<file path="config.mk">
export PLATFORM = sky130hd
export DESIGN_NAME = dex_core
export DESIGN_NICKNAME = d
export VERILOG_FILES = /design/src/design/dex_pkg.sv /design/src/design/dex_core.sv
export VERILOG_INCLUDE_DIRS = /design/src /design/src/design
export SDC_FILE = /design/constraint.sdc
export NUM_CORES = 1
export LEC_CHECK = 0
export BUFFER_PORTS_ARGS = -buffer_cell sky130_fd_sc_hd__buf_2
export CAP_MARGIN = 20
export CORE_ASPECT_RATIO = 0.6
export CORE_MARGIN = 10
export CORE_UTILIZATION = 44
export CTS_CLUSTER_DIAMETER = 200
export DETAILED_ROUTE_END_ITERATION = 6
export PLACE_DENSITY_LB_ADDON = 0.15
export SLEW_MARGIN = 30
export SYNTH_ARGS = -nofsm -noshare
export SYNTH_HDL_FRONTEND = slang
export SYNTH_SLANG_ARGS = --single-unit
</file>
<file path="constraint.sdc">
create_clock -name clk -period 1.8 [get_ports clk]
set_clock_uncertainty 0.15 [all_clocks]
set_input_delay 0.09 -clock clk [delete_from_list [all_inputs] [get_ports clk]]
set_output_delay 0.09 -clock clk [all_outputs]
set_load 0.005 [all_outputs]
</file>
<file path="src/design/dex_regs.svh">
`ifndef DEX_REGS_SVH
`define DEX_REGS_SVH

// ----------------------------------------------------------------
// instruction word layout (14-bit word)
// ----------------------------------------------------------------
`define DEX_INSTR_W 14
`define DEX_OPC_MSB 13
`define DEX_OPC_LSB 8
`define DEX_DEST_BIT 7
`define DEX_FILE_MSB 6
`define DEX_FILE_LSB 0
`define DEX_LIT_MSB 10
`define DEX_LIT_LSB 0
`define DEX_BR_MSB 13
`define DEX_BR_LSB 11

// ----------------------------------------------------------------
// opcode field values
// ----------------------------------------------------------------
`define DEX_OPC_DEC 6'h03
`define DEX_OPC_CLEAR_ACCUMULATOR_OP 6'h01
`define DEX_OPC_DECSZ 6'h0b
`define DEX_OPC_INCSZ 6'h0f
`define DEX_BR_TAG 3'h5

// ----------------------------------------------------------------
// upper pc latch bits that feed pc[14:11]
// ----------------------------------------------------------------
`define DEX_LATCH_MSB 6
`define DEX_LATCH_LSB 3

// ----------------------------------------------------------------
// reset values
// ----------------------------------------------------------------
`define DEX_ACC_RST 8'h00
`define DEX_ZERO_RST 1'b0
`define DEX_PC_RST 15'h0000
`define DEX_ADDR_RST 7'h00

`endif

</file>
<file path="src/design/dex_pkg.sv">
package dex_pkg;

  // decoded operation of the current instruction
  typedef enum logic [2:0] {
    DEX_OP_NONE   = 3'h0,
    DEX_OP_DEC    = 3'h1,
    DEX_OP_CLEAR_ACCUMULATOR_OP   = 3'h2,
    DEX_OP_DECSZ  = 3'h3,
    DEX_OP_INCSZ  = 3'h4,
    DEX_OP_BRANCH = 3'h5
  } dex_op_e;

  // sequencer: ready, or swallowing the slot after a two-cycle op
  typedef enum logic [1:0] {
    DEX_ST_READY = 2'h0,
    DEX_ST_FLUSH = 2'h1
  } dex_state_e;

  // write-back into the file register space
  typedef struct packed {
    logic en;
    logic [6:0] addr;
    logic [7:0] data;
  } dex_file_wr_s;

  // program counter load request
  typedef struct packed {
    logic en;
    logic [14:0] target;
  } dex_pc_load_s;

endpackage

</file>
<file path="src/design/dex_core.sv">
`timescale 1ns/1ps
`include "dex_regs.svh"

// What this block does
// - decrement-file subtracts one from file register; destination 0 writes accumulator.
// - decrement-file with destination 1 writes result back into the same file.
// - clear-accumulator loads zero into accumulator and sets the zero flag.
// - decrement-and-skip routes result per destination bit, leaves flags untouched.
// - decrement-and-skip with zero result replaces next instruction with a no-op.
// - increment-and-skip routes result per destination bit, leaves flags untouched.
// - increment-and-skip with zero result replaces next instruction with a no-op.
// - branch loads its 11-bit literal into pc bits 10 to 0.
// - branch fills pc bits 14 to 11 from upper latch bits 6 to 3.
// - branch takes two cycles and changes no status flag.
module dex_core #(
  parameter int DATA_W = 8,
  parameter int ADDR_W = 7,
  parameter int PC_W = 15
) (
  // clock and reset
  input wire logic clk,
  input wire logic rst,
  // instruction stream from fetch
  input wire logic instr_valid,
  input wire logic [`DEX_INSTR_W-1:0] instr,
  input wire logic [DATA_W-1:0] file_rd_data,
  input wire logic [6:0] upper_pc_latch,
  output logic instr_ready,
  // results towards file space, status and fetch
  output dex_pkg::dex_file_wr_s file_wr,
  output logic [DATA_W-1:0] acc,
  output logic zero_flag,
  output dex_pkg::dex_pc_load_s pc_load,
  output logic skip_next
);

  // ----------------------------------------------------------------
  // elaboration checks
  // ----------------------------------------------------------------
  // the carriers are fixed at the documented widths
  if (DATA_W != 8 || ADDR_W != 7 || PC_W != 15) begin : g_bad_width
    $error("dex_core: only 8-bit data, 7-bit address, 15-bit pc supported");
  end

  // ----------------------------------------------------------------
  // helpers
  // ----------------------------------------------------------------
  // step a file value by one in either direction, wrapping at 8 bits
  function automatic logic [7:0] step_val(input logic [7:0] v, input logic up);
    step_val = up ? 8'(v + 8'h01) : 8'(v - 8'h01);
  endfunction

  // ----------------------------------------------------------------
  // decode
  // ----------------------------------------------------------------
  dex_pkg::dex_state_e state_q;
  dex_pkg::dex_state_e state_d;
  logic ready_q;
  logic [5:0] opc_w;
  logic dest_w;
  logic [6:0] faddr_w;
  logic [10:0] lit_w;
  logic is_branch_w;
  dex_pkg::dex_op_e op_w;
  logic take_w;

  // field split; clear-accumulator shares its opcode field with a
  // file clear, so destination bit 0 tells them apart
  assign opc_w = instr[`DEX_OPC_MSB:`DEX_OPC_LSB];
  assign dest_w = instr[`DEX_DEST_BIT];
  assign faddr_w = instr[`DEX_FILE_MSB:`DEX_FILE_LSB];
  assign lit_w = instr[`DEX_LIT_MSB:`DEX_LIT_LSB];
  assign is_branch_w = (instr[`DEX_BR_MSB:`DEX_BR_LSB] == `DEX_BR_TAG);
  assign op_w = is_branch_w ? dex_pkg::DEX_OP_BRANCH :
                (opc_w == `DEX_OPC_DEC) ? dex_pkg::DEX_OP_DEC :
                (opc_w == `DEX_OPC_CLEAR_ACCUMULATOR_OP && !dest_w) ? dex_pkg::DEX_OP_CLEAR_ACCUMULATOR_OP :
                (opc_w == `DEX_OPC_DECSZ) ? dex_pkg::DEX_OP_DECSZ :
                (opc_w == `DEX_OPC_INCSZ) ? dex_pkg::DEX_OP_INCSZ :
                dex_pkg::DEX_OP_NONE;

  // an instruction offered during a flush slot is the swallowed one
  assign take_w = instr_valid && ready_q;

  // ----------------------------------------------------------------
  // datapath
  // ----------------------------------------------------------------
  logic is_dec_w;
  logic is_clear_accumulator_op_w;
  logic is_skip_w;
  logic is_file_op_w;
  logic [7:0] res_w;
  logic res_zero_w;

  // operation class and the single adder result
  assign is_dec_w = take_w && (op_w == dex_pkg::DEX_OP_DEC);
  assign is_clear_accumulator_op_w = take_w && (op_w == dex_pkg::DEX_OP_CLEAR_ACCUMULATOR_OP);
  assign is_skip_w = take_w && (op_w == dex_pkg::DEX_OP_DECSZ || op_w == dex_pkg::DEX_OP_INCSZ);
  assign is_file_op_w = is_dec_w || is_skip_w;
  assign res_w = step_val(file_rd_data, op_w == dex_pkg::DEX_OP_INCSZ);
  assign res_zero_w = (res_w == 8'h00);

  // ----------------------------------------------------------------
  // sequencer
  // ----------------------------------------------------------------
  // branch and a taken skip both cost one extra slot
  always_comb begin
    case (state_q)
      dex_pkg::DEX_ST_READY: begin
        if (take_w && (op_w == dex_pkg::DEX_OP_BRANCH || (is_skip_w && res_zero_w))) begin
          state_d = dex_pkg::DEX_ST_FLUSH;
        end else begin
          state_d = dex_pkg::DEX_ST_READY;
        end
      end
      dex_pkg::DEX_ST_FLUSH: state_d = dex_pkg::DEX_ST_READY;
      default: state_d = dex_pkg::DEX_ST_READY;
    endcase
  end

  // ready is registered so the port comes straight from a flop
  always_ff @(posedge clk or posedge rst) begin
    if (rst) begin
      state_q <= dex_pkg::DEX_ST_READY;
      ready_q <= 1'b1;
    end else begin
      state_q <= state_d;
      ready_q <= (state_d == dex_pkg::DEX_ST_READY);
    end
  end

  // ----------------------------------------------------------------
  // file write-back
  // ----------------------------------------------------------------
  dex_pkg::dex_file_wr_s file_wr_q;

  // a one-cycle strobe; address and data hold until the next decrement or skip op
  always_ff @(posedge clk or posedge rst) begin
    if (rst) begin
      file_wr_q <= '{en: 1'b0, addr: `DEX_ADDR_RST, data: `DEX_ACC_RST};
    end else begin
      file_wr_q.en <= is_file_op_w && dest_w;
      if (is_file_op_w) begin
        file_wr_q.addr <= faddr_w;
        file_wr_q.data <= res_w;
      end
    end
  end

  // ----------------------------------------------------------------
  // accumulator and zero flag
  // ----------------------------------------------------------------
  logic [7:0] acc_q;
  logic zero_q;

  // only the plain decrement and the clear touch the flag; the skip
  // forms and the branch leave it alone so loops keep their status
  always_ff @(posedge clk or posedge rst) begin
    if (rst) begin
      acc_q <= `DEX_ACC_RST;
      zero_q <= `DEX_ZERO_RST;
    end else begin
      if (is_clear_accumulator_op_w) begin
        acc_q <= 8'h00;
        zero_q <= 1'b1;
      end else begin
        if (is_file_op_w && !dest_w) begin
          acc_q <= res_w;
        end
        if (is_dec_w) begin
          zero_q <= res_zero_w;
        end
      end
    end
  end

  // ----------------------------------------------------------------
  // program counter load and skip strobe
  // ----------------------------------------------------------------
  dex_pkg::dex_pc_load_s pc_load_q;
  logic skip_q;

  // target = latch bits 6:3 over the 11-bit literal
  always_ff @(posedge clk or posedge rst) begin
    if (rst) begin
      pc_load_q <= '{en: 1'b0, target: `DEX_PC_RST};
      skip_q <= 1'b0;
    end else begin
      pc_load_q.en <= take_w && (op_w == dex_pkg::DEX_OP_BRANCH);
      if (take_w && op_w == dex_pkg::DEX_OP_BRANCH) begin
        pc_load_q.target <= {upper_pc_latch[`DEX_LATCH_MSB:`DEX_LATCH_LSB], lit_w};
      end
      skip_q <= is_skip_w && res_zero_w;
    end
  end

  // outputs
  assign instr_ready = ready_q;
  assign file_wr = file_wr_q;
  assign acc = acc_q;
  assign zero_flag = zero_q;
  assign pc_load = pc_load_q;
  assign skip_next = skip_q;
endmodule // dex_core

</file>
# After elaboration in Yosys (flattened, before gate mapping)
# Index checks and enable logic that the tools add are counted.
# Widths: inputs -> output; s select.
[totals]
regBits = 45
wordCells = 53
[op_classes]
reduce_logical = 19
muxes = 12
addsub = 2
n_eq_ne = 10
[op_table]
columns = ["cell", "count"]
rows = [
  ["$mux 8", 3],
  ["$mux 3", 5],
  ["$eq 6x4->1 const B", 2],
  ["$logic_and 1x1->1", 10],
  ["$eq 3x3->1 const B", 3],
  ["$add 8x1->8 const B", 1],
  ["$logic_not 8->1", 1],
  ["$sub 8x1->8 const B", 1],
  ["$eq 3x2->1 const B", 2],
  ["$eq 6x1->1 const B", 1],
  ["$eq 6x2->1 const B", 1],
  ["$logic_not 2->1", 2],
  ["$reduce_bool 2->1", 2],
  ["$eq 3x1->1 const B", 1],
  ["$logic_or 1x1->1", 3],
  ["$mux 1", 3],
  ["$mux 2", 1],
  ["$logic_not 1->1", 1],
]

# Logic depth before layout (Yosys ltp)
# Gate-level depths: netlist of run 1.
[depth]
ltp_word = 15
mapped_depth = 10
mapped_depth_nobuf = 9

# Worst setup path before layout of run 1
# OpenSTA, ideal clock, no wires.
[synth_timing]
path_kind = "input-to-reg"
startpoint = "input port instr[13]"
endpoint = "register skip_q (netlist: skip_next)"
setup_slack_ns = -0.447
cell_stages = 9
path_buffers = 0
setup_ns = 0.067
arrival_time_ns = 2.031
cell_sequence = "and3b_1 nand3_2 fa_1 and3_1 a211oi_4 nor2_1 a311oi_1 and2_4 and3_1"
[synth_via]
elab_chain_cells = 10
[synth_rtl]
columns = ["item", "line_no", "rtl"]
rows = [
  ["start, declared", "dex_core.sv:25", "input wire logic [`DEX_INSTR_W-1:0] instr,"],
  ["$eq 6x4->1 (no source line)", "n/a", ""],
  ["$mux 3", "dex_core.sv:78", "(opc_w == `DEX_OPC_INCSZ) ? dex_pkg::DEX_OP_INCSZ :"],
  ["$mux 3", "dex_core.sv:77", "(opc_w == `DEX_OPC_DECSZ) ? dex_pkg::DEX_OP_DECSZ :"],
  ["$mux 3", "dex_core.sv:76", "(opc_w == `DEX_OPC_CLEAR_ACCUMULATOR_OP && !dest_w) ? dex_pkg::DEX_OP_CLEAR_ACCUMULATOR_OP :"],
  ["$mux 3", "dex_core.sv:75", "(opc_w == `DEX_OPC_DEC) ? dex_pkg::DEX_OP_DEC :"],
  ["$mux 3 *", "dex_core.sv:74", "assign op_w = is_branch_w ? dex_pkg::DEX_OP_BRANCH :"],
  ["$eq 3x3->1 or $eq 3x2->1 (tied branches)", "dex_core.sv:97, dex_core.sv:99", ""],
  ["$mux 8 or $logic_or 1x1->1 (tied branches)", "dex_core.sv:50, dex_core.sv:97", ""],
  ["$logic_not 8->1 or $logic_and 1x1->1 (tied branches)", "dex_core.sv:100, dex_core.sv:97", ""],
  ["$logic_and 1x1->1 *", "dex_core.sv:192", "skip_q <= is_skip_w && res_zero_w;"],
  ["end signal, assigned", "dex_core.sv:192", ""],
  ["end, declared", "dex_core.sv:180", "logic skip_q;"],
]
# Every way passes the cells marked *; elsewhere a longest branch is shown, timed or not.
# A chain may end at the register's enable or synchronous reset.

# Worst setup path after layout of run 1
[layout_timing]
startpoint = "input port instr[13]"
endpoint = "register zero_q (netlist: zero_flag)"
[layout_via]
elab_chain_cells = 11
[layout_rtl]
columns = ["item", "line_no", "rtl"]
rows = [
  ["$eq 6x4->1 (no source line)", "n/a", ""],
  ["$mux 3", "dex_core.sv:78", ""],
  ["$mux 3", "dex_core.sv:77", ""],
  ["$mux 3", "dex_core.sv:76", ""],
  ["$mux 3", "dex_core.sv:75", ""],
  ["$mux 3 *", "dex_core.sv:74", ""],
  ["$eq 3x3->1", "dex_core.sv:99", "assign res_w = step_val(file_rd_data, op_w == dex_pkg::DEX_OP_INCSZ);"],
  ["$mux 8", "dex_core.sv:50", "step_val = up ? 8'(v + 8'h01) : 8'(v - 8'h01);"],
  ["$logic_not 8->1", "dex_core.sv:100", "assign res_zero_w = (res_w == 8'h00);"],
  ["$mux 1", "dex_core.sv:169", "if (is_dec_w) begin"],
  ["$mux 1", "dex_core.sv:162", "if (is_clear_accumulator_op_w) begin"],
  ["end signal, assigned", "dex_core.sv:160", "zero_q <= `DEX_ZERO_RST;"],
  ["end signal, assigned", "dex_core.sv:170", "zero_q <= res_zero_w;"],
  ["end, declared", "dex_core.sv:153", "logic zero_q;"],
]
# Every way passes the cells marked *; elsewhere a longest branch is shown, timed or not. The select of a mux whose other input is x is not followed.

==> impl_metrics.toml, run 1 <==
[final_layout]
layout-area-overhead-vs-synth_pct = 59.8
fillers = 349
finish.cell_count_without_fillers = 424
antennaDiodeCount = 0
layout-drive-gt1-share = 0.449
finish.net_count = 401
postLayoutCellArea_mm2 = 0.00334

[timing]
timing_worst_slew_pin_value_ns = 0.467
number_of_setup_violations_in_the_final_report = 10
report.final.slew_viol_count = 0
final.min_clock_period_ns = 2.06
rsz0062_at_grt = "yes"
report.final.hold_viol_count = 0
max_freq_mhz = 485
timing.slew.headroom = 0.688
layout_worst_path_cycle_share = 1.14
timing.final.ws_setup_ns = -0.260

[clock_network]
clk_pin_slew_ns = 0.08
cts_htree_levels = 2
cts.sink_count = 44
tritoncts = "yes"
clk_root_buffer_cell = "clkbuf_8"
cts-root-to-sink-buffers = 2
clk_latency_ns = 0.30
cts-buffers-inserted = 5

[setup_path]
worstSetupStartpointType = "primary input"
cp_max_fo = 5
cp_endpoint_kind = "register"
critical_path_arrival_ns = 2.11
class_of_the_most_critical_setup_path = "in -> reg"
worstPathRequired_ns = 1.85

[routing]
detail_route.vias_per_cell = 4.93
vias = 2090
wl_um = 6760
drt_pass1_iterations = 4
drt_iter0_drc = 58
drt.antenna.violating_nets = 0
drc = 0
detail_route.wl_per_cell_um = 15.9

[synth]
synth.lib_cells_used.distinct = 40
synth_largest_area_cell = "dfrtp_1"
synth.ff_latch_count = 44
synth_top_area_frac = 0.515
synth-edff-count = 0
yosysMostFrequentCell = "nand2_1"
synth.area.top_cells = "dfrtp_1 (51%), nand2_1 (15%), ha_1 (4.8%)"
asyncSetResetFlopFracSynth = 1.00
postSynthNetCount = 266
netlist_top_cells_count = "nand2_1 (81), dfrtp_1 (43), o21ai_0 (16)"
synthesis.instances = 225
synth_area_mm2 = 0.00209
synth.yosys.warnings = 0
syn_avg_cell_area_um2 = 9.29
ys.flop_type = "dfrtp_1"
synth_sequential_area_ratio = 0.527

[grt]
grt_pass1_vias = 2189
antenna_violations_before_repair = 0
grt_max_degree = 24
grt_pass1_wl_um = 11100
globalRoute.totalOverflow = 0
grt_usage = 0.176

[pwr]
p_comb_frac = 0.277
seqPwrFrac = 0.476
total_switching_power_w = 0.000790
total_power_w = 0.00264
power_per_cell_area_mw_per_mm2 = 791
max_vdd_drop_v = 0.000560
power_frac_clock = 0.247
p_leak_nw = 1.75
cell_internal_pwr_w = 0.00185
sw_frac_of_total = 0.299

[die]
floorplan.core_area_mm2 = 0.00459
die_y_um = 73.4
floorplan.initialDensity = 0.456
standard_cell_rows = 19
top_level_ports = 75
die_w_um = 109
dieArea_mm2 = 0.00800

[status]
violations = "negative setup slack"
status = "complete, but fails checks"

[placement]
dpl.cell_count = 387
gp_routability_congestion = 0.818
post_dp_cell_area_mm2 = 0.00282
place.detailed.hpwl_um = 4770
portBuffers = 71

[hold_path]
hold_class = "in -> reg"

[job]
max-cap-violations = 0
-- final cells by class --
cell class,count,area [um^2],share of cell area
clock inverters,2,10.0,0.00300
multi-input cells,170,1130,0.337
inverters,5,18.8,0.00562
clock buffers,6,82.6,0.0247
repair buffers,134,923,0.276
well taps,63,78.8,0.0236
flip-flops and latches,44,1100,0.330
-- kinds of logic after synthesis --
group / share of synthesized area
simple gates: 0.256
compound gates: 0.109
mux: 0.00479
xor+xnor: 0.0209
flops: 0.527
buf+inv: 0.0251
fa+ha+maj: 0.0575
-- worst max-delay path, stage by stage --
cell      delay (ns)
buf_6           0.09
and3b_2         0.28
nand3_4         0.14
fa_2            0.37
and3_4          0.18
a211oi_4        0.28
buf_4           0.16
a311oi_2        0.09
and2_4          0.19
a31o_2          0.22
-- routing by layer --
| metal | wire (um) | track usage | vias to the layer above |
|---|---|---|---|
| met2 | 2920 | 0.252 | 61 |
| met5 | 0 | 0 | - |
| li1 | - | - | 1028 |
| met1 | 3170 | 0.233 | 992 |
| met4 | 89 | 0.0582 | 0 |
| met3 | 576 | 0.0777 | 9 |
-- final timing paths --
kind / from / end / slack [ns] / depth (start not counted)
worst max register to register: instr_ready / acc[5] / 0.09 / 5
worst min register to register: file_wr[5] / file_wr[5] / 0.32 / 2
max in group asynchronous: rst / instr_ready / 0.68 / 4
worst min-delay path: file_rd_data[0] / file_wr[0] / 0.04 / 3
worst max-delay path: instr[13] / zero_flag / -0.26 / 10
min in group asynchronous: rst / file_wr[2] / 0.21 / 3
-- power groups by stage --
| stage | Combinational [W] | Sequential [W] | Clock (W) |
|---|---|---|---|
| 4_1_cts | 0.000710 | 0.00126 | 0.000659 |
| 3_5_place_dp | 0.000647 | 0.00127 | 0 |
| 2_1_floorplan | 0.000254 | 0.00129 | 0 |
| 3_3_place_gp | 0.000632 | 0.00127 | 0 |
| 5_1_grt | 0.000826 | 0.00128 | 0.000715 |
| 6_report | 0.000733 | 0.00126 | 0.000653 |
-- cells in the final DEF, fill, tap and decap left out, types with 2 or more instances in the layout --
cell / instances
xor2_2: 2
nor4b_1: 2
nor2b_1: 3
nand3_4: 3
nand3_1: 11
inv_1: 4
clkinv_2: 2
ha_1: 2
dfrtp_1: 43
o21ai_1: 5
buf_4: 43
dlygate4sd3_1: 15
a21oi_1: 3
a31o_2: 4
buf_6: 4
and3_4: 2
o21ai_2: 3
o21ai_0: 9
clkbuf_8: 6
xnor2_1: 2
buf_12: 3
ha_4: 5
buf_2: 69
nor2_2: 2
nand2_1: 80
nand4_1: 2
nor2_1: 6
-- state kept, by name, indices dropped and copies added (netlist names) --
register and count:
acc 8, file_wr 16, instr_ready 1, pc_load 16
skip_next 1, state_q 1, zero_flag 1
-- stage by stage --
step	worst slack, ns	TNS [ns]	utilization	hold WS [ns]
after floorplan	-0.296	-1.62	-	0.0454
after global placement	-0.466	-4.92	0.615	-0.0193
after detailed placement	-0.571	-5.97	0.615	-0.0163
after CTS	-0.196	-1.27	0.698	0.0220
after global routing	-0.354	-2.41	0.728	0.0328
final	-0.260	-1.57	0.728	0.0396
-- timing repair --
item                                    CTS  global route
resized for setup                        12            21
endpoints found under the setup margin   12            16
pin swaps                                10            14
cloned                                    1             0
hold endpoints to repair                 43             0
hold buffers                             15             0
buffers inserted                          8             8
No activity file was read; power rests on OpenSTA's default activity.
==> run 2: changes to the inputs <==
--- a/config.mk
+++ b/config.mk
@@ -9,11 +9,10 @@
 export BUFFER_PORTS_ARGS = -buffer_cell sky130_fd_sc_hd__buf_2
 export CAP_MARGIN = 20
 export CORE_ASPECT_RATIO = 0.6
-export CORE_MARGIN = 10
-export CORE_UTILIZATION = 44
+export CORE_UTILIZATION = 49
 export CTS_CLUSTER_DIAMETER = 200
 export DETAILED_ROUTE_END_ITERATION = 6
-export PLACE_DENSITY_LB_ADDON = 0.15
+export PLACE_DENSITY_LB_ADDON = 0.08
 export SLEW_MARGIN = 30
 export SYNTH_ARGS = -nofsm -noshare
 export SYNTH_HDL_FRONTEND = slang
==> constraint.sdc (replaced) <==
create_clock -name clk -period 2.23 [get_ports clk]
set_clock_uncertainty 0.15 [all_clocks]
set_input_delay 0.1115 -clock clk [delete_from_list [all_inputs] [get_ports clk]]
set_output_delay 0.1115 -clock clk [all_outputs]
set_load 0.005 [all_outputs]
==> run 2 against run 1 <==
  * The run now ends clean
  * Worst hold slack better by 0.0018 ns
  * Final cell count shrank 6.1%
  * Sequential share of layout area is 3.7 points higher
  * Total power is 19% lower
  * Wire length shrank 17%
  * Combinational power fell by 28%
  * Worst setup slack improved by 0.31 ns
  * First-iteration DRC count increased by 48%
  * Die area down 43%
  * Via count shrank 3.1%
  * Flip-flop and latch count stayed put
  * Non-clock buffer count shrank 20
==> impl_metrics.toml, run 2 (synthesis results as in run 1) <==
[timing]
setup_tns_ns = 0
report.final.slew_viol_count = 0
number_of_setup_violations_in_the_final_report = 0
max_freq_mhz = 459
finalHoldWorstSlack_ns = 0.0413
final.min_clock_period_ns = 2.18
timing.slew.headroom = 0.633
report.final.hold_viol_count = 0
layout_worst_path_cycle_share = 0.976
timing_worst_slew_pin_value_ns = 0.550

[setup_path]
cp_top_family = "simple AND/OR/NAND/NOR gates"
critPathBufInv = 1
cp_endpoint_kind = "register"
timing.critical_path.cells = "buf_2, and3b_2, nand3_4, fa_2, and3_1, a211oi_4, nor2_1, a311oi_2, and2_4, and3_1"
most_used_cell_along_the_critical_path = "and3_1"
class_of_the_most_critical_setup_path = "in -> reg"
worstSetupStartpointType = "primary input"
slowest_delay_ns = 0.38
timing.critical_path.slowest_stage_cell = "fa_2"
critical_path_arrival_ns = 2.26
worstPathRequired_ns = 2.31
cp_max_fo = 6

[final_layout]
finish.net_count = 381
layout-area-overhead-vs-synth_pct = 43.6
most_common_library_cell_in_the_layout_ignoring_fill_and_taps = "nand2_1"
postLayoutCoreUtil = 0.776
layout-drive-gt1-share = 0.367
commonest_cells_after_routing_fill_and_taps_aside = "nand2_1 (81), buf_2 (71), dfrtp_1 (43), buf_4 (28), o21ai_0 (16)"
antennaDiodeCount = 0

[grt]
grt_pass1_vias = 1895
globalRoute.totalOverflow = 0
antenna_violations_before_repair = 0
grt_usage = 0.260
grt_pass1_wl_um = 8840
grt_max_degree = 29

[die]
top_level_ports = 75
die_w_um = 86.3
floorplan.initialDensity = 0.540
die_y_um = 52.6
standard_cell_rows = 17
floorplan.core_area_mm2 = 0.00387
dieArea_mm2 = 0.00454

[routing]
vias = 2026
wl_um = 5590
detail_route.wl_per_cell_um = 14.0
drt_iter0_drc = 86
detail_route.vias_per_cell = 5.09
drt.antenna.violating_nets = 0
drt_pass1_iterations = 4
drc = 0

[placement]
gp_routability_congestion = 0.817
place.detailed.hpwl_um = 3900
portBuffers = 71

[job]
max-cap-violations = 0

[clock_network]
cts-buffers-inserted = 5
clk_latency_ns = 0.29
tritoncts = "yes"
cts.sink_count = 44
clk_pin_slew_ns = 0.08
clk_root_buffer_cell = "clkbuf_8"
cts_htree_levels = 2
cts-root-to-sink-buffers = 2

[pwr]
power_per_cell_area_mw_per_mm2 = 714
p_leak_nw = 1.62
max_vdd_drop_v = 0.000486

[status]
status = "complete, no violations"

[hold_path]
hold_class = "in -> reg"
==> run 2: changes by cell type in the layout (fill, tap and decap cells not counted), moves of 3 or more <==
cell     delta
buf_12      -3
buf_4      -15
buf_6       -4
ha_1        +5
ha_4        -4
o21ai_0     +7
o21ai_1     -4
o21ai_2     -3
==> run 2: per-stage QoR <==
step,worst slack (ns),std cells,total power (W),area (um^2)
6_report,0.0536,398,0.00214,3000
5_1_grt,-0.0297,398,0.00226,3000
4_1_cts,0.0238,396,0.00213,2960
3_5_place_dp,-0.330,373,0.00152,2690
3_3_place_gp,-0.250,373,0.00150,2690
2_1_floorplan,0.00246,225,0.00123,2100
==> run 2: path summary, 6_finish.rpt <==
check                                startpoint          end  slack (ns)  depth (start not counted)
worst max-delay path                  instr[13]    skip_next        0.05                         10
worst min-delay path            file_rd_data[0]   file_wr[0]        0.04                          3
worst max register to register      instr_ready       acc[5]        0.42                          4
worst min register to register      pc_load[11]  pc_load[11]        0.32                          2
max in group asynchronous                   rst  instr_ready        1.04                          4
min in group asynchronous                   rst   file_wr[8]        0.26                          3
==> run 2: worst reg2reg max path, stage by stage (launching register included) <==
cell     delay (ns)
dfstp_2        0.54
nand2_1        0.06
nor2_1         0.18
nand3_1        0.38
a31o_2         0.39
==> run 2: final cells by class <==
cell class              instances  area [um^2]
clock buffers                   5         68.8
clock inverters                 3         42.5
fillers                       297          868
inverters                       5         18.8
multi-input cells             170          983
flip-flops and latches         44         1100
well taps                      57         71.3
repair buffers                114          716
==> run 2: routing by layer <==
metal	share of wire	GRT usage
met3	0.050	0.0756
met5	0	0
met1	0.52	0.368
met4	0.0041	0.0278
met2	0.43	0.413
==> run 2: what timing repair did <==
item                                    4_1_cts  5_1_grt
setup buffers                                 0        1
endpoints found under the setup margin        4        9
cloned                                        0        1
hold buffers                                 15        0
gates resized for setup                       2        6
pin swaps                                     0        5
endpoints found under the hold margin        48        0
==> run 2: power by group <==
part           switching [W]  internal (W)  total, W  leakage (nW)
sequential         0.0000770      0.000940   0.00102         0.572
clock               0.000270      0.000332  0.000601        0.0541
combinational       0.000257      0.000270  0.000526         0.998
